===== src/rtl/mfs_defines.vh =====
/*
  Constants for the manual feedrate select block: register offsets,
  field positions, reset values and the rapid override code table.
  Assumes it is included by bare name from the design file.
*/
`ifndef MFS_DEFINES_VH
`define MFS_DEFINES_VH

// ----------------------------------------------------------------------
// Register offsets (word index on the plain register port)
// ----------------------------------------------------------------------
`define MFS_ADDR_W            3
`define MFS_OFS_VALUE_LOW     3'h0
`define MFS_OFS_VALUE_HIGH    3'h1
`define MFS_OFS_RAPID_VALUE   3'h2
`define MFS_OFS_CONFIG        3'h3
`define MFS_OFS_FEED_LOW      3'h4
`define MFS_OFS_FEED_HIGH     3'h5
`define MFS_OFS_STATUS        3'h6

// ----------------------------------------------------------------------
// Field positions and reset values
// ----------------------------------------------------------------------
`define MFS_DATA_W            16
`define MFS_CFG_RAPID_DRY     0
`define MFS_STS_ACTIVE        0
`define MFS_STS_JOG_HOLD      1
`define MFS_RST_VALUE         16'h0000
`define MFS_RST_RAPID_VALUE   16'h0064
`define MFS_RST_CONFIG        16'h0000
`define MFS_RST_FEED          32'h0000_0000

// ----------------------------------------------------------------------
// Rapid override code table, percent
// ----------------------------------------------------------------------
`define MFS_ROV_CODE_00       16'h0064
`define MFS_ROV_CODE_01       16'h0032
`define MFS_ROV_CODE_10       16'h0019
`define MFS_ROV_CODE_11       16'h0001

// ----------------------------------------------------------------------
// File value scale per increment code, in output units (0.01 mm/min)
// ----------------------------------------------------------------------
`define MFS_SCALE_W           14
`define MFS_SCALE_00          14'h03E8
`define MFS_SCALE_01          14'h0064
`define MFS_SCALE_10          14'h000A
`define MFS_SCALE_11          14'h0001
`define MFS_CODE_HOLD         5'h00

`endif


===== src/rtl/mfs_manual_feedrate.v =====
/*
  Manual and dry-run feedrate selection with rapid override method
  select. Machine-side signals arrive as pins from the sequence
  program and are synchronised; file register values and a config bit
  are written over a plain register port on core_clk.
*/
// Local design decisions: the register offsets and the strobed register port.
`timescale 1ns/1ns
`include "mfs_defines.vh"

module mfs_manual_feedrate #(
  parameter FEED_W = 32
) (
  input  wire                      core_clk,
  input  wire                      reset,
  input  wire                      scanTick,
  input  wire                      jogMode,
  input  wire                      incrementalMode,
  input  wire                      refReturnMode,
  input  wire                      autoMode,
  input  wire                      cuttingFeed,
  input  wire                      rapidMotion,
  input  wire                      axisMoving,
  input  wire                      dryRunSwitch,
  input  wire                      rapidTraverseRequest,
  input  wire                      machineInch,
  input  wire                      inchMode,
  input  wire                      manualFeedMethodSelect,
  input  wire                      rapidOverrideMethodSelect,
  input  wire [4:0]                manualFeedCode,
  input  wire [1:0]                feedIncrementSelect,
  input  wire [1:0]                rapidOverrideCode,
  input  wire [`MFS_ADDR_W-1:0]    regAddr,
  input  wire [`MFS_DATA_W-1:0]    regWrData,
  input  wire                      regWrStrobe,
  input  wire                      regRdStrobe,
  output reg  [`MFS_DATA_W-1:0]    regRdData_reg,
  output reg  [FEED_W-1:0]         feedrate_reg,
  output reg                       manualFeedActive_reg,
  output reg  [`MFS_DATA_W-1:0]    rapidOverride_reg
);

  // --------------------------------------------------------------------
  // Pin synchronisers
  // --------------------------------------------------------------------
  localparam PIN_W = 23;

  wire [PIN_W-1:0] pinRaw;
  reg  [PIN_W-1:0] pinMeta_reg;
  reg  [PIN_W-1:0] pinSync_reg;
  reg              scanLast_reg;

  assign pinRaw = {scanTick, jogMode, incrementalMode, refReturnMode,
                   autoMode, cuttingFeed, rapidMotion, axisMoving,
                   dryRunSwitch, rapidTraverseRequest, machineInch,
                   inchMode, manualFeedMethodSelect,
                   rapidOverrideMethodSelect, manualFeedCode,
                   feedIncrementSelect, rapidOverrideCode};

  // Two flops per pin; only the second stage is read by logic
  always @(posedge core_clk or posedge reset) begin
    if (reset) begin
      pinMeta_reg  <= {PIN_W{1'b0}};
      pinSync_reg  <= {PIN_W{1'b0}};
      scanLast_reg <= 1'b0;
    end else begin
      pinMeta_reg  <= pinRaw;
      pinSync_reg  <= pinMeta_reg;
      scanLast_reg <= pinSync_reg[22];
    end
  end

  // Named views of the synchronised pins
  wire       sScan       = pinSync_reg[22];
  wire       sJog        = pinSync_reg[21];
  wire       sInc        = pinSync_reg[20];
  wire       sRef        = pinSync_reg[19];
  wire       sAuto       = pinSync_reg[18];
  wire       sCut        = pinSync_reg[17];
  wire       sRapid      = pinSync_reg[16];
  wire       sMoving     = pinSync_reg[15];
  wire       sDry        = pinSync_reg[14];
  wire       sRapidReq   = pinSync_reg[13];
  wire       sMachInch   = pinSync_reg[12];
  wire       sInchMode   = pinSync_reg[11];
  wire       sFeedMethod = pinSync_reg[10];
  wire       sRovMethod  = pinSync_reg[9];
  wire [4:0] sCode       = pinSync_reg[8:4];
  wire [1:0] sIncSel     = pinSync_reg[3:2];
  wire [1:0] sRovCode    = pinSync_reg[1:0];

  // One pulse per rising edge of the scan tick
  wire scanPulse = sScan & ~scanLast_reg;

  // --------------------------------------------------------------------
  // Code table
  // --------------------------------------------------------------------
  // Columns: metric machine metric (0.01 mm/min), metric machine inch
  // (0.001 in/min), inch machine metric, inch machine inch.
  function [83:0] codeRow;
    input [4:0] code;
    begin
      case (code)
        5'h1F: codeRow = {21'd0, 21'd0, 21'd0, 21'd0};
        5'h1E: codeRow = {21'd100, 21'd40, 21'd51, 21'd20};
        5'h1D: codeRow = {21'd140, 21'd54, 21'd71, 21'd28};
        5'h1C: codeRow = {21'd200, 21'd79, 21'd102, 21'd40};
        5'h1B: codeRow = {21'd270, 21'd106, 21'd137, 21'd54};
        5'h1A: codeRow = {21'd370, 21'd146, 21'd188, 21'd74};
        5'h19: codeRow = {21'd520, 21'd205, 21'd264, 21'd104};
        5'h18: codeRow = {21'd720, 21'd283, 21'd366, 21'd144};
        5'h17: codeRow = {21'd1000, 21'd394, 21'd508, 21'd200};
        5'h16: codeRow = {21'd1400, 21'd551, 21'd711, 21'd280};
        5'h15: codeRow = {21'd2000, 21'd787, 21'd1016, 21'd400};
        5'h14: codeRow = {21'd2700, 21'd1060, 21'd1372, 21'd540};
        5'h13: codeRow = {21'd3700, 21'd1460, 21'd1880, 21'd740};
        5'h12: codeRow = {21'd5200, 21'd2050, 21'd2642, 21'd1040};
        5'h11: codeRow = {21'd7200, 21'd2830, 21'd3658, 21'd1440};
        5'h10: codeRow = {21'd10000, 21'd3940, 21'd5080, 21'd2000};
        5'h0F: codeRow = {21'd14000, 21'd5510, 21'd7112, 21'd2800};
        5'h0E: codeRow = {21'd20000, 21'd7870, 21'd10160, 21'd4000};
        5'h0D: codeRow = {21'd27000, 21'd10600, 21'd13716, 21'd5400};
        5'h0C: codeRow = {21'd37000, 21'd14600, 21'd18796, 21'd7400};
        5'h0B: codeRow = {21'd52000, 21'd20500, 21'd26416, 21'd10400};
        5'h0A: codeRow = {21'd72000, 21'd28300, 21'd36576, 21'd14400};
        5'h09: codeRow = {21'd100000, 21'd39400, 21'd50800, 21'd20000};
        5'h08: codeRow = {21'd140000, 21'd55100, 21'd71120, 21'd28000};
        5'h07: codeRow = {21'd200000, 21'd78700, 21'd99060, 21'd39000};
        5'h06: codeRow = {21'd270000, 21'd106000, 21'd137160, 21'd54000};
        5'h05: codeRow = {21'd370000, 21'd146000, 21'd187960, 21'd74000};
        5'h04: codeRow = {21'd520000, 21'd205000, 21'd264160, 21'd104000};
        5'h03: codeRow = {21'd720000, 21'd283000, 21'd365760, 21'd144000};
        5'h02: codeRow = {21'd1000000, 21'd394000, 21'd508000, 21'd200000};
        5'h01: codeRow = {21'd1400000, 21'd551000, 21'd711200, 21'd280000};
        default: codeRow = {84{1'b0}};
      endcase
    end
  endfunction

  // --------------------------------------------------------------------
  // Register file
  // --------------------------------------------------------------------
  reg [`MFS_DATA_W-1:0] valueLow_reg;
  reg [`MFS_DATA_W-1:0] valueHigh_reg;
  reg [`MFS_DATA_W-1:0] rapidValue_reg;
  reg [`MFS_DATA_W-1:0] config_reg;
  reg                   jogHold_reg;
  reg [`MFS_DATA_W-1:0] rdData_next;

  // Software writes the binary feed value and the override value
  always @(posedge core_clk or posedge reset) begin
    if (reset) begin
      valueLow_reg   <= `MFS_RST_VALUE;
      valueHigh_reg  <= `MFS_RST_VALUE;
      rapidValue_reg <= `MFS_RST_RAPID_VALUE;
      config_reg     <= `MFS_RST_CONFIG;
    end else if (regWrStrobe) begin
      case (regAddr)
        `MFS_OFS_VALUE_LOW:   valueLow_reg   <= regWrData;
        `MFS_OFS_VALUE_HIGH:  valueHigh_reg  <= regWrData;
        `MFS_OFS_RAPID_VALUE: rapidValue_reg <= regWrData;
        `MFS_OFS_CONFIG:      config_reg     <= regWrData;
        default: ;
      endcase
    end
  end

  // Read mux; unmapped offsets read as zero
  always @* begin
    rdData_next = {`MFS_DATA_W{1'b0}};
    case (regAddr)
      `MFS_OFS_VALUE_LOW:   rdData_next = valueLow_reg;
      `MFS_OFS_VALUE_HIGH:  rdData_next = valueHigh_reg;
      `MFS_OFS_RAPID_VALUE: rdData_next = rapidValue_reg;
      `MFS_OFS_CONFIG:      rdData_next = config_reg;
      `MFS_OFS_FEED_LOW:    rdData_next = feedrate_reg[15:0];
      `MFS_OFS_FEED_HIGH:   rdData_next = feedrate_reg[31:16];
      `MFS_OFS_STATUS: begin
        rdData_next[`MFS_STS_ACTIVE]   = manualFeedActive_reg;
        rdData_next[`MFS_STS_JOG_HOLD] = jogHold_reg;
      end
      default: rdData_next = {`MFS_DATA_W{1'b0}};
    endcase
  end

  // Read data stands only in the cycle after the strobe
  always @(posedge core_clk or posedge reset) begin
    if (reset) begin
      regRdData_reg <= {`MFS_DATA_W{1'b0}};
    end else if (regRdStrobe) begin
      regRdData_reg <= rdData_next;
    end else begin
      regRdData_reg <= {`MFS_DATA_W{1'b0}};
    end
  end

  // --------------------------------------------------------------------
  // Feedrate selection
  // --------------------------------------------------------------------
  reg  [20:0]             heldCode_reg;
  reg  [20:0]             decoded;
  reg  [`MFS_SCALE_W-1:0] scale;
  reg  [`MFS_DATA_W-1:0]  rovCodeValue;
  wire [83:0]             row = codeRow(sCode);
  wire [31:0]             fileValue = {valueHigh_reg, valueLow_reg};
  wire [45:0]             fileProduct;
  wire [20:0]             codeRate;
  wire [FEED_W-1:0]       manualRate;
  wire                    codeApplies;
  wire                    incHold;

  // Column pick by machine unit and unit mode
  always @* begin
    case ({sMachInch, sInchMode})
      2'b00:   decoded = row[83:63];
      2'b01:   decoded = row[62:42];
      2'b10:   decoded = row[41:21];
      2'b11:   decoded = row[20:0];
      default: decoded = 21'd0;
    endcase
  end

  // Least increment; inch units are one decade finer
  always @* begin
    case (sIncSel)
      2'b00:   scale = `MFS_SCALE_00;
      2'b01:   scale = `MFS_SCALE_01;
      2'b10:   scale = `MFS_SCALE_10;
      2'b11:   scale = `MFS_SCALE_11;
      default: scale = `MFS_SCALE_11;
    endcase
  end

  // Rapid override code table
  always @* begin
    case (sRovCode)
      2'b00:   rovCodeValue = `MFS_ROV_CODE_00;
      2'b01:   rovCodeValue = `MFS_ROV_CODE_01;
      2'b10:   rovCodeValue = `MFS_ROV_CODE_10;
      2'b11:   rovCodeValue = `MFS_ROV_CODE_11;
      default: rovCodeValue = `MFS_ROV_CODE_00;
    endcase
  end

  assign fileProduct = sInchMode ? fileValue * scale * 4'hA
                                 : {14'h0000, fileValue} * scale;

  // Step decoded this scan, or the held step when the code is all low
  assign codeRate = (sCode != `MFS_CODE_HOLD) ? decoded
                                              : heldCode_reg;

  // Code value or scaled file value
  assign manualRate = sFeedMethod ? fileProduct[FEED_W-1:0]
                                  : {{(FEED_W-21){1'b0}}, codeRate};

  // Modes in which the manual rate governs the feed
  assign codeApplies = ~sRapidReq &
                       ((sJog | sInc | sRef) |
                        (sAuto & sCut & sDry) |
                        (sAuto & sRapid & sDry &
                         config_reg[`MFS_CFG_RAPID_DRY]));

  // Incremental motion in progress keeps its speed
  assign incHold = sInc & ~sJog & sMoving;

  // Held code value; all-low code keeps the last step
  always @(posedge core_clk or posedge reset) begin
    if (reset) begin
      heldCode_reg <= 21'd0;
    end else if (scanPulse && sCode != `MFS_CODE_HOLD) begin
      heldCode_reg <= decoded;
    end
  end

  // Outputs change once per scan from the sampled set
  always @(posedge core_clk or posedge reset) begin
    if (reset) begin
      feedrate_reg         <= `MFS_RST_FEED;
      manualFeedActive_reg <= 1'b0;
      rapidOverride_reg    <= `MFS_ROV_CODE_00;
      jogHold_reg          <= 1'b0;
    end else if (scanPulse) begin
      manualFeedActive_reg <= codeApplies;
      jogHold_reg          <= incHold & manualFeedActive_reg;
      rapidOverride_reg    <= sRovMethod ? rapidValue_reg
                                         : rovCodeValue;
      if (!codeApplies) begin
        feedrate_reg <= {FEED_W{1'b0}};
      end else if (!(incHold && manualFeedActive_reg)) begin
        feedrate_reg <= manualRate;
      end
    end
  end

endmodule


===== config.mk =====
export PLATFORM = sky130hd
export DESIGN_NAME = mfs_manual_feedrate
export DESIGN_NICKNAME = d
export VERILOG_FILES = /design/src/rtl/mfs_manual_feedrate.v
export VERILOG_INCLUDE_DIRS = /design/src /design/src/rtl
export SDC_FILE = /design/constraint.sdc
export NUM_CORES = 1
export LEC_CHECK = 0
export ABC_AREA = 1
export BUFFER_PORTS_ARGS = -buffer_cell sky130_fd_sc_hd__buf_2
export CORE_MARGIN = 2
export CORE_UTILIZATION = 63
export CTS_BUF_LIST = sky130_fd_sc_hd__clkbuf_16
export CTS_CLUSTER_SIZE = 28
export DETAILED_ROUTE_END_ITERATION = 12
export PLACE_DENSITY = 0.82
export REMOVE_ABC_BUFFERS = 1
export SLEW_MARGIN = 25
export SYNTH_ARGS = -nofsm -noshare
export SYNTH_HDL_FRONTEND = slang
export SYNTH_SLANG_ARGS = --single-unit

===== constraint.sdc =====
create_clock -name core_clk -period 8.16 [get_ports core_clk]
set_input_delay 0.408 -clock core_clk [delete_from_list [all_inputs] [get_ports core_clk]]
set_output_delay 0.408 -clock core_clk [all_outputs]
set_load 0.01 [all_outputs]

==> results of run 1 <==
[cell type report]
class	instances	area, um2
multi-input cells	1890	13300
fillers	2563	9810
flip-flops and latches	198	4970
inverters	554	2100
repair buffers	152	908
well taps	442	553
clock buffers	17	425
clock inverters	15	233
diodes	2	5.00
[repair_timing]
item,CTS,global route
setup endpoints to repair,1,17
buffers inserted,0,3
resized for setup,1,56
gates cloned,0,1
pin swaps,0,6
[layer usage]
| layer | global-route usage (%) | vias up | share of wire (%) |
|---|---|---|---|
| met5 | 0 | - | 0.019 |
| met2 | 64.4 | 1328 | 45 |
| met1 | 52.6 | 9471 | 37 |
| li1 | - | 8837 | - |
| met3 | 10.6 | 306 | 12 |
| met4 | 21.4 | 2 | 6.2 |
[kinds of logic (layout without fill, tap and decap cells)]
group	count (synthesis)	count (layout)	synth area share [%]
buf+inv	635	738	11.8
other cells	0	2	0
fa+ha+maj	361	361	28.2
compound gates	479	479	13.8
flops	198	198	24.2
xor+xnor	37	37	1.58
simple gates	1013	1013	20.4
[worst min-delay path by stage]
stage                            to  cells past startpoint
floorplan            pinSync_reg[0]                      0
finish              pinMeta_reg[22]                      1
CTS                 pinMeta_reg[22]                      1
detailed placement  pinSync_reg[12]                      0
global route         pinMeta_reg[0]                      1
global placement    pinSync_reg[12]                      0
[per-stage QoR]
stage | hold WS [ns] | std cells | setup WS [ns] | area [um2] | TNS, ns
after floorplan | 0.331 | 2642 | 0.135 | 20200 | 0
after global placement | 0.331 | 3232 | 0.210 | 21600 | 0
after detailed placement | 0.335 | 3232 | 0.0401 | 21600 | 0
after CTS | 0.0378 | 3264 | 0.0536 | 22200 | 0
after global routing | 0.0306 | 3268 | -0.0653 | 22500 | -0.270
final | 0.0429 | 3270 | 0.294 | 22500 | 0
[layout by cell type, fill, tap and decap left out, types with 8 or more instances in the layout]
master	n
a21oi_1	111
inv_2	21
xnor2_1	11
dfrtp_1	187
buf_2	110
a31oi_1	21
clkbuf_16	18
inv_1	524
xor2_1	21
nand2_1	566
o21ai_0	159
o211ai_1	29
nor3_1	19
nor2_1	247
nand4_1	8
fa_1	169
nand3_1	118
o21ai_1	50
buf_4	39
nor2_2	17
ha_1	190
a21oi_2	9
a221oi_1	13
o22ai_1	21
[worst max-delay path: cells and delay by family, from the launching register on]
kind                       cells  cell delay [ns]
adders and majority gates      9             3.64
and+or+nand+nor               17             2.08
buffers and inverters         12             0.87
AOI/OAI and AO/OA              4             0.69
DFF                            1             0.42
==> results_dict.tcl, run 1 <==
set metrics [dict create \
    status "finished, final reports clean" \
    crit_end "feedrate_reg[30]" \
    fmax_mhz 127 \
    synth_seq_area_share_pct 24.2 \
    synthArstFlopShare_pct 100 \
    report.final.slew_viol_count 0 \
    startpoint "pinSync_reg[3]" \
    cpMostUsedCell "inv_1" \
    firstDrtPassIters 9 \
    clkLatencyLatePin_ns 0.46 \
    finalSetupViolCount 0 \
    syn_avg_cell_area_um2 7.53 \
    drive_gt1_share_pct 10.4 \
    cts.sinks 198 \
    crit_type "reg2reg" \
    r2r_slack_ns 0.29 \
    min_from "scanTick" \
    synth_common_cells "569 x nand2_1, 528 x inv_1, 258 x nor2_1, 192 x dfrtp_1, 192 x ha_1" \
    synth_top_area_share_pct 23.4 \
    htreeDepth 4 \
    path_clk_slew_ns 0.09 \
    antenna_found_initial 2 \
    final_nets 3220 \
    drcViolationCount 0 \
    yosysMostFrequentCell "nand2_1" \
    chipWidth_um 184 \
    dpl.hpwl_um 54800 \
    grt-ovfl-total 0 \
    clockBufferDepth 2 \
    hold_buffers 0 \
    track_usage_pct 41.1 \
    synthTopCellsByArea "dfrtp_1 23%, fa_1 17%, ha_1 12%" \
    ys_seq_elements 198 \
    post_drt_wl_per_cell_um 21.1 \
    io_pins 111 \
    viasPerCell 6.10 \
    vias 19900 \
    drtIter0Drc 2512 \
    syn_area_um2 20500 \
    routed_wl_um 69100 \
    cp-start-kind "flip-flop" \
    crit_path_end_kind "flip-flop" \
    final_core_util_pct 69.6 \
    ys_warn_count 0 \
    synth_edf_count 0 \
    period_needed_ns 7.87 \
    yosysTopAreaCell "dfrtp_1" \
    grt_pass1_wl_um 106000 \
    gp_congestion 1.11 \
    cts_made_buffers 17 \
    grt_max_degree 126 \
    chipHeight_um 184 \
    synth_cells 2723 \
    clock_skew_ns 0.0131 \
    first_global_vias 19300 \
    reg2reg_to "feedrate_reg[30]" \
    areaGrowthSynthToFinish_pct 9.65 \
    root_buffer "clkbuf_16" \
    critPathMaxFanout 11 \
    rows 66 \
    ys.flop_type "dfrtp_1" \
    drv_cap 0 \
    period_share_pct 96.4 \
    hold_path.class "in2reg" \
    largest_reg_flops 32 \
    coreArea_um2 32300 \
    dieArea_um2 34000 \
    maxSlewHeadroom_pct 27.1 \
    initial_core_util_pct 63.5 \
    tightest_slew_ns 1.08 \
    io_buffers 110 \
    cts_tree "yes" \
    cpPeakStageDelay_ns 0.53 \
    crit_arrival_ns 8.20 \
    worst_path_max_delay_cell "fa_1" \
    hold_viol 0 \
    synthDistinctLibCells 66 \
    r2r_cells 42 \
    rr_startpoint "pinSync_reg[3]" \
    cp.required_ns 8.49 \
    antenna_left 0 \
]
Power of run 1 is not shown: default switching activity piles up to over one toggle a cycle in this logic, so the estimate is an artifact.
==> inputs of run 2 (changes only) <==
--- a/config.mk
+++ b/config.mk
@@ -14,7 +14,6 @@
 export CTS_CLUSTER_SIZE = 28
 export DETAILED_ROUTE_END_ITERATION = 12
 export PLACE_DENSITY = 0.82
-export REMOVE_ABC_BUFFERS = 1
 export SLEW_MARGIN = 25
 export SYNTH_ARGS = -nofsm -noshare
 export SYNTH_HDL_FRONTEND = slang
==> run 2 against run 1 <==
  * Die area stayed put
  * Sequential cell count is the same
  * Sequential share of layout area is 0.14 points lower
  * Highest routed layer unchanged
  * Clock-buffer cell count stayed put
  * Clock skew shrank 0.00053 ns
==> results_dict.tcl, run 2 (synthesis results as in run 1) <==
set metrics [dict create \
    cts.sinks 198 \
    stdcell_count 3270 \
    rows 66 \
    finalSetupViolCount 0 \
    final_cell_mix "562 x nand2_1, 524 x inv_1, 246 x nor2_1" \
    status "finished, final reports clean" \
    antenna_left 0 \
    grt.busiest_layer "met2" \
    drtIter0Drc 2722 \
    cpMostUsedCell "fa_1" \
    viasPerCell 6.16 \
    drcViolationCount 0 \
    clkLatencyLatePin_ns 0.45 \
    chipHeight_um 184 \
    io_buffers 110 \
    cts_made_buffers 17 \
    coreArea_um2 32300 \
    r2r_slack_ns 0.26 \
    reg2reg_to "feedrate_reg[31]" \
    crit_path_end_kind "flip-flop" \
    grt_pass1_wl_um 112000 \
    largest_reg_flops 32 \
    tightest_slew_ns 1.04 \
    antenna_found_initial 4 \
    crit_type "reg2reg" \
    period_share_pct 96.9 \
    crit_arrival_ns 8.25 \
    first_global_vias 20000 \
    hold_viol 0 \
    drv_cap 0 \
    worst_path_max_delay_cell "fa_1" \
    final_nets 3220 \
    htreeDepth 4 \
    cts_tree "yes" \
    grt-ovfl-total 0 \
    maxSlewHeadroom_pct 30.5 \
    period_needed_ns 7.90 \
    grt_max_degree 131 \
    placedCellCount 3232 \
    cpPeakStageDelay_ns 0.56 \
    cp-start-kind "flip-flop" \
    drive_gt1_share_pct 10.9 \
    dieArea_um2 34000 \
    initial_core_util_pct 63.5 \
    cp.required_ns 8.51 \
    use_met1_pct 57.2 \
    gp_congestion 1.06 \
    syn-num-nets 3130 \
    track_usage_pct 44.1 \
    rr_startpoint "pinSync_reg[3]" \
    r2r_cells 35 \
    startpoint "pinSync_reg[3]" \
    post_drt_wl_per_cell_um 22.7 \
    routed_wl_um 74300 \
    crit_end "feedrate_reg[31]" \
    grt_use_met3_pct 12.6 \
    critPathMaxFanout 8 \
    clockBufferDepth 2 \
    path_clk_slew_ns 0.09 \
    fmax_mhz 127 \
    met2_usage_pct 66.0 \
    firstDrtPassIters 8 \
    chipWidth_um 184 \
    dpl.hpwl_um 59200 \
    hold_path.class "in2reg" \
    clock_skew_ns 0.0126 \
    report.final.slew_viol_count 0 \
    vias 20100 \
    final_common_cell "nand2_1" \
    io_pins 111 \
    areaGrowthSynthToFinish_pct 10.2 \
    root_buffer "clkbuf_16" \
]
==> run 2: changes by cell type in the layout (fill, tap and decap cells not counted), sizes merged <==
cell      change
buf           +1
clkinv        +1
bufinv        +1
clkinvlp      -2
clkbuf        -1
==> run 2: worst max-delay path, delay by kind of cell, from the launching register on <==
family,cells,cell delay [ns]
AO/OA/AOI/OAI,8,1.59
AND/OR/NAND/NOR,10,1.16
adder cells (fa/ha/maj),9,3.86
buffers and inverters,8,0.71
flip-flops,1,0.44
==> run 2: how the worst min path moves through the flow <==
stage	startpoint	endpoint	slack [ns]	cells past startpoint
finish	rapidOverrideCode[0]	pinMeta_reg[0]	0.05	1
global route	rapidOverrideCode[0]	pinMeta_reg[0]	0.04	1
CTS	rapidOverrideMethodSelect	pinMeta_reg[9]	0.04	1
detailed placement	pinMeta_reg[15]	pinSync_reg[15]	0.33	0
global placement	pinMeta_reg[8]	pinSync_reg[8]	0.33	0
floorplan	pinMeta_reg[0]	pinSync_reg[0]	0.33	0
==> run 2: area by class of cell <==
| type | count | area (um2) |
|---|---|---|
| flip-flops and latches | 198 | 4960 |
| repair buffers | 152 | 893 |
| well taps | 442 | 553 |
| multi-input cells | 1890 | 13400 |
| inverters | 554 | 2090 |
| clock buffers | 17 | 425 |
| clock inverters | 15 | 236 |
| diodes | 2 | 5.00 |
| fillers | 2519 | 9690 |
==> run 2: metrics by stage <==
stage                     area [um2]  worst slack (ns)  hold WS, ns  utilization (%)  TNS (ns)
final                          22600             0.257       0.0526             70.0         0
after global routing           22600            -0.101       0.0445             70.0    -0.294
after CTS                      22200            0.0208       0.0413             68.9         0
after detailed placement       21600            -0.225        0.335             66.8    -0.396
after global placement         21600            0.0398        0.331             66.8         0
after floorplan                20500              1.09        0.331                -         0
==> run 2: repair_timing <==
item,4_1_cts,5_1_grt
hold buffers,0,0
resized for setup,6,68
buffers inserted,0,4
setup endpoints to repair,5,15
pin swaps,1,13
==> run 2: routing by layer <==
metal  wire [um]  share of wire [%]
met5          45              0.061
met3        9610                 13
met2       32000                 43
met4        5050                6.8
met1       27600                 37
Power of run 2 is left out for the same reason.
